==> config.mk <==
export PLATFORM = sky130hd
export DESIGN_NAME = rpd_top
export DESIGN_NICKNAME = d
export VERILOG_FILES = /design/src/rpd_pkg.sv /design/src/rpd_top.sv /design/src/rpd_sample_tick.sv /design/src/rpd_hit_counter.sv
export SDC_FILE = /design/constraint.sdc
export NUM_CORES = 1
export LEC_CHECK = 0
export BUFFER_PORTS_ARGS = -buffer_cell sky130_fd_sc_hd__buf_2
export CORE_MARGIN = 2
export CORE_UTILIZATION = 45
export DETAILED_ROUTE_END_ITERATION = 7
export PLACE_DENSITY = 0.75
export SYNTH_ARGS = -nofsm -noshare
export SYNTH_HDL_FRONTEND = slang
export SYNTH_HIERARCHICAL = 1
export SYNTH_SLANG_ARGS = --single-unit
export TNS_END_PERCENT = 50
==> constraint.sdc <==
create_clock -name pclk -period 7.8 [get_ports pclk]
set_input_delay 1.17 -clock pclk [delete_from_list [all_inputs] [get_ports pclk]]
set_output_delay 1.17 -clock pclk [all_outputs]
set_load 0.05 [all_outputs]
==> src/rpd_pkg.sv <==
/*
  Constants for the rotor position detector: register map, field positions,
  reset values, field encodings and the sequencer states.
  Assumes nothing; every design file of the block except rpd_hit_counter imports it.
*/
`default_nettype none
package rpd_pkg;
  localparam int ADDR_W = 16;
  // Printed offsets are register indexes; byte address is four times each.
  localparam logic [15:0] IDX_CTRL = 16'h1FA0;
  localparam logic [15:0] IDX_SCFG = 16'h1FA1;
  localparam logic [15:0] IDX_STAT = 16'h1FA2;
  localparam logic [15:0] ADDR_CTRL = {IDX_CTRL[13:0], 2'b00};
  localparam logic [15:0] ADDR_SCFG = {IDX_SCFG[13:0], 2'b00};
  localparam logic [15:0] ADDR_STAT = {IDX_STAT[13:0], 2'b00};
  // Control register fields.
  localparam int CTL_SW_STOP = 7;
  localparam int CTL_SW_START = 6;
  localparam int CTL_TSTOP_EN = 5;
  localparam int CTL_TSTART_EN = 4;
  localparam int CTL_PIN1 = 3;
  localparam int CTL_RECOUNT = 2;
  localparam int CTL_DMODE = 1;
  localparam int CTL_EN = 0;
  // Sampling configuration fields.
  localparam int SCF_PER_HI = 7;
  localparam int SCF_PER_LO = 6;
  localparam int SCF_MODE_HI = 5;
  localparam int SCF_MODE_LO = 4;
  localparam int SCF_CNT_HI = 3;
  localparam int SCF_CNT_LO = 0;
  // Status fields.
  localparam int STA_EDGE_HI = 5;
  localparam int STA_EDGE_LO = 4;
  localparam int STA_MON = 3;
  localparam int STA_CAP_HI = 2;
  localparam int STA_CAP_LO = 0;
  // Reset values.
  localparam logic [7:0] CTRL_RST = 8'h00;
  localparam logic [7:0] SCFG_RST = 8'h00;
  localparam logic [2:0] CAP_RST = 3'h0;
  localparam logic [1:0] EDGE_RST = 2'h0;
  // Sampling mode codes.
  localparam logic [1:0] SMODE_PWM = 2'b00;
  localparam logic [1:0] SMODE_REG = 2'b01;
  localparam logic [1:0] SMODE_LOW = 2'b10;
  // Edge result codes.
  localparam logic [1:0] EDGE_CUR = 2'b00;
  localparam logic [1:0] EDGE_OFF = 2'b01;
  localparam logic [1:0] EDGE_CUR_FALL = 2'b10;
  localparam logic [1:0] EDGE_PREV = 2'b11;
  // Smallest sampling divider is two to this power.
  localparam int DIV_SHIFT_MIN = 2;
  localparam int DIV_W = 5;
  typedef enum logic [1:0] {ST_IDLE, ST_SAMPLE, ST_STOPPING} rpd_state_e;
endpackage
`default_nettype wire

==> src/rpd_top.sv <==
/*
  Rotor position detector with an APB register slave. Samples three
  position inputs, compares them with an expected pattern or with the
  pattern seen at start or at the last detection, and pulses a detection event after a programmed
  number of consecutive hits.
  Assumes all inputs are synchronous to pclk and that the sampling delay
  after a PWM or lower-phase turn-on is already applied upstream.
*/
`timescale 1ns/1ps
`default_nettype none
module rpd_top
  import rpd_pkg::*;
#(
  parameter int CNT_W = 4
) (
  // APB slave.
  input wire logic pclk,
  input wire logic presetn,
  input wire logic psel,
  input wire logic penable,
  input wire logic pwrite,
  input wire logic [ADDR_W-1:0] paddr,
  input wire logic [31:0] pwdata,
  output logic [31:0] prdata,
  output logic pready,
  output logic pslverr,
  // Position inputs and their port direction masks.
  input wire logic u_phase_input,
  input wire logic v_phase_input,
  input wire logic w_phase_input,
  input wire logic [2:0] pin_output_mask,
  // Expected pattern, bit 2 W, bit 1 V, bit 0 U.
  input wire logic [2:0] expected_pattern,
  // PWM and conduction status.
  input wire logic pwm_active_period,
  input wire logic [2:0] lower_phase_conducting,
  // Timer triggers.
  input wire logic timer_start_trigger,
  input wire logic timer_stop_trigger,
  // Detection outputs.
  output logic detection_signal,
  output logic detection_interrupt,
  output logic sampling_active
);

  //////////////////////////////////////////////////////////////////////////
  // Register decode.

  function automatic logic [2:0] reg_decode(input logic [ADDR_W-1:0] a);
    reg_decode = {a == ADDR_STAT, a == ADDR_SCFG, a == ADDR_CTRL};
  endfunction

  logic [2:0] wr_dec;
  logic [2:0] rd_dec;
  logic access;
  logic wr_en;
  logic rd_setup;

  assign access = psel && penable;
  assign wr_en = access && pwrite;
  assign rd_setup = psel && !penable && !pwrite;
  assign wr_dec = reg_decode(paddr);
  assign rd_dec = reg_decode(paddr);
  assign pready = 1'b1;
  assign pslverr = access && (wr_dec == 3'b000);

  //////////////////////////////////////////////////////////////////////////
  // Software registers.

  logic [7:0] ctrl_r;
  logic [7:0] scfg_r;
  logic ctrl_wr;
  logic sw_start;
  logic sw_stop;

  assign ctrl_wr = wr_en && wr_dec[0];
  assign sw_start = ctrl_wr && pwdata[CTL_SW_START];
  assign sw_stop = ctrl_wr && pwdata[CTL_SW_STOP];

  // The two command bits are strobes and are not stored.
  always_ff @(posedge pclk or negedge presetn) begin
    if (!presetn) begin
      ctrl_r <= CTRL_RST;
    end else if (ctrl_wr) begin
      ctrl_r <= {2'b00, pwdata[CTL_TSTOP_EN:CTL_EN]};
    end
  end

  always_ff @(posedge pclk or negedge presetn) begin
    if (!presetn) begin
      scfg_r <= SCFG_RST;
    end else if (wr_en && wr_dec[1]) begin
      scfg_r <= pwdata[7:0];
    end
  end

  logic enable;
  logic dmode;
  logic recount;
  logic pin1;
  logic [1:0] smode;
  logic [1:0] per_sel;
  logic [CNT_W-1:0] hit_target;

  assign enable = ctrl_r[CTL_EN];
  assign dmode = ctrl_r[CTL_DMODE];
  assign recount = ctrl_r[CTL_RECOUNT];
  assign pin1 = ctrl_r[CTL_PIN1];
  assign smode = scfg_r[SCF_MODE_HI:SCF_MODE_LO];
  assign per_sel = scfg_r[SCF_PER_HI:SCF_PER_LO];
  assign hit_target = CNT_W'(scfg_r[SCF_CNT_HI:SCF_CNT_LO]);

  //////////////////////////////////////////////////////////////////////////
  // Start and stop requests.

  logic start_req;
  logic stop_req;

  // Configuration changes are expected only while enable is low.
  assign start_req = enable && (sw_start ||
                     (ctrl_r[CTL_TSTART_EN] && timer_start_trigger));
  assign stop_req = sw_stop ||
                    (ctrl_r[CTL_TSTOP_EN] && timer_stop_trigger);

  //////////////////////////////////////////////////////////////////////////
  // Sequencer.

  rpd_state_e state_r;
  rpd_state_e state_nxt;
  logic running;
  logic done;

  assign running = (state_r != ST_IDLE);

  always_comb begin
    state_nxt = state_r;
    case (state_r)
      ST_IDLE: begin
        if (start_req) begin
          state_nxt = ST_SAMPLE;
        end
      end
      ST_SAMPLE: begin
        if (done && !dmode) begin
          state_nxt = ST_IDLE;
        end else if (stop_req) begin
          state_nxt = ST_STOPPING;
        end
      end
      ST_STOPPING: begin
        // Sampling goes on until the next detection ends it.
        if (done) begin
          state_nxt = ST_IDLE;
        end
      end
      default: begin
        state_nxt = ST_IDLE;
      end
    endcase
    if (!enable) begin
      state_nxt = ST_IDLE;
    end
  end

  always_ff @(posedge pclk or negedge presetn) begin
    if (!presetn) begin
      state_r <= ST_IDLE;
    end else begin
      state_r <= state_nxt;
    end
  end

  //////////////////////////////////////////////////////////////////////////
  // Sampling.

  logic tick;
  logic [2:0] pos_in;
  logic [2:0] gate;
  logic [2:0] samp_r;
  logic [2:0] samp_now;
  logic sample;
  logic pwm_prev_r;
  logic pwm_fall;

  // Pins turned to outputs read as zero.
  assign pos_in = {w_phase_input, v_phase_input, u_phase_input} & ~pin_output_mask;
  assign pwm_fall = pwm_prev_r && !pwm_active_period;

  rpd_sample_tick u_tick (
    .pclk(pclk),
    .presetn(presetn),
    .run(running),
    .period_sel(per_sel),
    .tick(tick)
  );

  genvar gi;
  generate
    for (gi = 0; gi < 3; gi++) begin : g_phase
      always_comb begin
        case (smode)
          SMODE_PWM: gate[gi] = pwm_active_period;
          SMODE_REG: gate[gi] = 1'b1;
          SMODE_LOW: gate[gi] = lower_phase_conducting[gi];
          default: gate[gi] = 1'b0;
        endcase
      end
      // An idle phase keeps its last sample for the comparison.
      assign samp_now[gi] = gate[gi] ? pos_in[gi] : samp_r[gi];
      always_ff @(posedge pclk or negedge presetn) begin
        if (!presetn) begin
          samp_r[gi] <= 1'b0;
        end else if (start_req && !running) begin
          samp_r[gi] <= pos_in[gi];
        end else if (sample) begin
          samp_r[gi] <= samp_now[gi];
        end
      end
    end
  endgenerate

  assign sample = running && tick && (gate != 3'b000);

  always_ff @(posedge pclk or negedge presetn) begin
    if (!presetn) begin
      pwm_prev_r <= 1'b0;
    end else begin
      pwm_prev_r <= pwm_active_period;
    end
  end

  //////////////////////////////////////////////////////////////////////////
  // Comparison.

  logic [2:0] cmp_mask;
  logic [2:0] ref_r;
  logic equal;
  logic differ;
  logic armed_r;
  logic hit;
  logic cnt_clear;

  assign cmp_mask = pin1 ? 3'b001 : 3'b111;
  assign equal = ((samp_now ^ expected_pattern) & cmp_mask) == 3'b000;
  assign differ = ((samp_now ^ ref_r) & cmp_mask) != 3'b000;
  assign hit = dmode ? differ : (equal && armed_r);

  // Start status of the inputs, reloaded on each change-mode detection, W in bit 2 and U in bit 0.
  always_ff @(posedge pclk or negedge presetn) begin
    if (!presetn) begin
      ref_r <= CAP_RST;
    end else if (start_req && !running) begin
      ref_r <= pos_in;
    end else if (done && dmode) begin
      ref_r <= samp_now;
    end
  end

  // A match counts only after a mismatch has been seen.
  always_ff @(posedge pclk or negedge presetn) begin
    if (!presetn) begin
      armed_r <= 1'b0;
    end else if (!running || (start_req && !running)) begin
      armed_r <= 1'b0;
    end else if (sample && !equal) begin
      armed_r <= 1'b1;
    end
  end

  // Recount is tied to PWM-on sampling only; otherwise hits run on.
  assign cnt_clear = !running ||
                     (recount && (smode == SMODE_PWM) && pwm_fall);

  rpd_hit_counter #(
    .CNT_W(CNT_W)
  ) u_hits (
    .pclk(pclk),
    .presetn(presetn),
    .clear(cnt_clear),
    .sample(sample),
    .hit(hit),
    .target(hit_target),
    .done(done)
  );

  //////////////////////////////////////////////////////////////////////////
  // Edge result and outputs.

  logic fall_seen_r;
  logic [1:0] edge_r;
  logic det_r;

  // Tracks whether the current run of hits crossed a PWM falling edge.
  always_ff @(posedge pclk or negedge presetn) begin
    if (!presetn) begin
      fall_seen_r <= 1'b0;
    end else if (!running || (sample && !hit) || done) begin
      fall_seen_r <= 1'b0;
    end else if (pwm_fall) begin
      fall_seen_r <= 1'b1;
    end
  end

  // Updated only by a detection, so software reads it afterwards.
  always_ff @(posedge pclk or negedge presetn) begin
    if (!presetn) begin
      edge_r <= EDGE_RST;
    end else if (done && running) begin
      edge_r <= {fall_seen_r, !pwm_active_period};
    end
  end

  always_ff @(posedge pclk or negedge presetn) begin
    if (!presetn) begin
      det_r <= 1'b0;
    end else begin
      det_r <= done && running;
    end
  end

  assign detection_signal = det_r;
  assign detection_interrupt = det_r;
  assign sampling_active = running;

  //////////////////////////////////////////////////////////////////////////
  // Read data, latched in the setup phase.

  logic [7:0] stat_val;
  logic [7:0] rd_val;

  assign stat_val = {2'b00, edge_r, running, ref_r};

  always_comb begin
    case (rd_dec)
      3'b001: rd_val = ctrl_r;
      3'b010: rd_val = scfg_r;
      3'b100: rd_val = stat_val;
      default: rd_val = 8'h00;
    endcase
  end

  always_ff @(posedge pclk or negedge presetn) begin
    if (!presetn) begin
      prdata <= 32'h0000_0000;
    end else if (rd_setup) begin
      prdata <= {24'h00_0000, rd_val};
    end
  end
endmodule
`default_nettype wire

==> src/rpd_sample_tick.sv <==
/*
  Sampling strobe generator: one pulse every 4, 8, 16 or 32 clocks.
  Assumes the period select is stable while the strobe runs.
*/
`timescale 1ns/1ps
`default_nettype none
module rpd_sample_tick
  import rpd_pkg::*;
(
  // Clock and reset.
  input wire logic pclk,
  input wire logic presetn,
  // Control.
  input wire logic run,
  input wire logic [1:0] period_sel,
  // Strobe.
  output logic tick
);
  logic [DIV_W-1:0] cnt_r;
  logic [DIV_W-1:0] mask;

  always_comb begin
    mask = DIV_W'((32'd1 << (32'(period_sel) + DIV_SHIFT_MIN)) - 32'd1);
  end

  always_ff @(posedge pclk or negedge presetn) begin
    if (!presetn) begin
      cnt_r <= '0;
    end else if (!run) begin
      cnt_r <= '0;
    end else begin
      cnt_r <= cnt_r + DIV_W'(1);
    end
  end

  assign tick = run && ((cnt_r & mask) == mask);
endmodule
`default_nettype wire

==> src/rpd_hit_counter.sv <==
/*
  Consecutive hit counter: counts qualifying samples in a row and pulses
  done when the programmed count is reached.
  Assumes sample is a one-cycle strobe and clear has priority.
*/
`timescale 1ns/1ps
`default_nettype none
module rpd_hit_counter #(
  parameter int CNT_W = 4
) (
  // Clock and reset.
  input wire logic pclk,
  input wire logic presetn,
  // Control.
  input wire logic clear,
  input wire logic sample,
  input wire logic hit,
  input wire logic [CNT_W-1:0] target,
  // Result.
  output logic done
);
  logic [CNT_W-1:0] cnt_r;
  logic [CNT_W-1:0] goal;

  // A zero target behaves as one hit.
  assign goal = (target == '0) ? CNT_W'(1) : target;
  assign done = sample && hit && ((cnt_r + CNT_W'(1)) >= goal);

  always_ff @(posedge pclk or negedge presetn) begin
    if (!presetn) begin
      cnt_r <= '0;
    end else if (clear || (sample && (!hit || done))) begin
      cnt_r <= '0;
    end else if (sample) begin
      cnt_r <= cnt_r + CNT_W'(1);
    end
  end
endmodule
`default_nettype wire

==> flow_summary.json <==
{
  "cts_root_buf": "clkbuf_8",
  "drive_gt1_frac": 0.272,
  "finalSetupViolCount": 0,
  "dr.pass1.iters": 4,
  "dp_cells": 401,
  "grt_max_degree": 46,
  "syn_area_mm2": 0.00272,
  "hold_viol": 0,
  "multi_input_area_mm2": 0.00143,
  "grt_pass1_vias": 1959,
  "ys.flop_type": "dfrtp_1",
  "required_ns": 7.99,
  "end_kind": "register",
  "max-vdd-ir-drop_uv": 82.4,
  "slew_headroom": 0.332,
  "grt.overflow.total": 0,
  "critPathLaunch": "pwm_active_period",
  "worstMarginPinSlew_ns": 1.00,
  "routedWlPerCell_um": 13.5,
  "cts_htree_levels": 2,
  "fillers": 553,
  "nets": 408,
  "fp.dieW_um": 81.7,
  "dp_hpwl_um": 4320,
  "gp_congestion": 0.808,
  "grt_pass1_wl_um": 8950,
  "powerDensity_mw_per_mm2": 154,
  "die_h_um": 81.7,
  "reg2reg_slack_ns": 4.69,
  "ys_seq_area_frac": 0.414,
  "status": "completed",
  "postRouteAntennaNets": 0,
  "io_pins": 105,
  "r2r_start": "scfg_r[5]",
  "fin_crit_ns": 3.49,
  "ys_async_sr_fraction": 1.00,
  "rsz0062_at_grt": "no",
  "drt_wl_total_um": 5530,
  "cts_hold_buffers": 0,
  "reg2reg_depth": 12,
  "cap_violations": 0,
  "clock-sinks": 45,
  "synth_cell_types": 51,
  "critPathArrivalTime_ns": 3.68,
  "placed_area_mm2": 0.00296,
  "cts_made_buffers": 5,
  "synthTopCellsByCount": "45 x dfrtp_1, 31 x nand2_1, 26 x buf_4, 21 x nor2_1, 16 x o21ai_0",
  "slew_violations": 0,
  "p_leak_nw": 1.60,
  "grt_antenna_before_repair": 0,
  "fin_area_mm2": 0.00308,
  "die-area_mm2": 0.00668,
  "antenna-diode-count": 0,
  "num_rows": 28,
  "post_cts.repair.setup_buffers": 0,
  "critPathMaxFanout": 6,
  "area_delta_synth_final_pct": 13.1,
  "fin_crit_sh": 0.448,
  "synth_edf_count": 0,
  "syn_inst": 279,
  "drtIter0Drc": 90,
  "ctsResizeCount": 0,
  "syn_avg_cell_area_um2": 9.75,
  "numPortBuffers": 55,
  "hold_path.class": "register to register",
  "cts_tree": "built",
  "route.detailed.drc": 0,
  "startpoint_type": "input port",
  "cts.clk_slew.worst_paths_ns": 0.08,
  "yosys.area.top_type": "dfrtp_1",
  "ys_seq_elements": 45,
  "instances_no_fill": 409,
  "critPathKind": "input port to register",
  "dr_total_vias": 2127,
  "cts_buffer_depth": 2,
  "yosysTopAreaCellShare": 0.414,
  "yosys_warnings": 6,
  "core_mm2": 0.00589,
  "yosysMostFrequentCell": "dfrtp_1",
  "via_per_inst": 5.20,
  "start_util": 0.462,
  "regArea_mm2": 0.00113,
  "r2r-end": "ref_r[1]",
  "final_util": 0.523,
  "max_freq_mhz": 286,
  "worst_clock_skew_ns": 0.00825,
  "track_usage": 0.179,
  "tns_ns": 0,
  "crit_end": "ref_r[1]",
  "clkLatencyLatePin_ns": 0.30,
  "synthTopCellsByArea": "dfrtp_1 41%, buf_4 7.2%, mux2_2 6.2%"
}
-- cell families after synthesis --
family                   after synthesis  synth area share
XOR/XNOR                               9            0.0290
AO/OA/AOI/OAI                         49             0.117
buffers and inverters                 40            0.0915
other                                  2           0.00276
AND/OR/NAND/NOR                       97             0.195
adder cells (fa/ha/maj)                7            0.0322
flip-flops                            45             0.414
multiplexers                          30             0.119
-- worst max-delay path: stages --
cell,delay (ns)
buf_2,0.13
o21bai_1,0.17
nand2_1,0.11
mux2i_1,0.37
mux2i_1,0.29
nand4_1,0.15
nand3_1,0.10
nand2_1,0.09
nor2_1,0.40
nand2_1,0.22
nand2_1,0.10
o21ai_0,0.07
mux2_1,0.30
-- report_power, final --
| group | switching, W | internal, W | total [W] |
|---|---|---|---|
| Sequential | 0.000000170 | 0.000233 | 0.000233 |
| Combinational | 0.0000438 | 0.0000123 | 0.0000561 |
| Clock | 0.0000782 | 0.000104 | 0.000183 |
| Total | 0.000122 | 0.000350 | 0.000472 |
-- stage by stage --
| stage | worst slack [ns] | hold WS [ns] | total power (W) |
|---|---|---|---|
| after global placement | 4.06 | 0.457 | 0.000294 |
| after floorplan | 4.22 | 0.450 | 0.000286 |
| after detailed placement | 4.06 | 0.468 | 0.000295 |
| final | 4.31 | 0.477 | 0.000472 |
| after CTS | 4.31 | 0.487 | 0.000475 |
| after global routing | 4.02 | 0.526 | 0.000487 |
-- layout by cell type, fill, tap and decap left out, types with 3 or more instances in the layout --
cell,instances
nand3_1,9
mux2_2,15
xnor2_1,5
nand2b_1,4
a21oi_1,13
nor2_1,21
dfrtp_1,45
clkbuf_8,6
xor2_1,4
buf_2,55
nand2_1,31
o21ai_0,16
conb_1,25
and2_1,4
mux2i_1,12
mux2_1,3
inv_1,9
o22ai_1,3
ha_1,7
nand3b_1,3
nor2b_1,9
-- worst min-delay path by stage --
| stage | depth (start not counted) | end | startpoint | slack [ns] |
|---|---|---|---|---|
| detailed placement | 2 | prdata[6] | prdata[6] | 0.47 |
| finish | 2 | prdata[6] | prdata[6] | 0.48 |
| CTS | 2 | prdata[6] | prdata[6] | 0.49 |
| floorplan | 2 | edge_r[0] | edge_r[0] | 0.45 |
| global placement | 2 | prdata[6] | prdata[6] | 0.46 |
| global route | 2 | prdata[2] | prdata[2] | 0.53 |
-- routing by layer --
metal  track usage  wire, µm  part of all wire  vias to the layer above
met3        0.0363       225             0.041                       11
met5             0         0                 0                        -
met4        0.0783       106             0.019                        0
met2         0.303      2830              0.51                       64
met1         0.219      2370              0.43                     1024
li1              -         -                 -                     1028
-- state kept, by name (all words and copies together) (netlist names) --
signal and cells:
u_tick/cnt_r 5, samp_r 3, ctrl_r 6, scfg_r 8
u_hits/cnt_r 4, state_r 2, armed_r 1, edge_r 2
pwm_prev_r 1, detection_interrupt 1, ref_r 3, prdata 8
fall_seen_r 1
-- final cells by class --
cell class,instances,share of cell area
clock inverter,1,0.00976
inverter,9,0.0110
tap,75,0.0305
timing repair buffer,55,0.0895
clock buffer,7,0.0281
sequential,45,0.366
multi-input combinational,217,0.465
No activity file was read; power rests on OpenSTA's default activity.
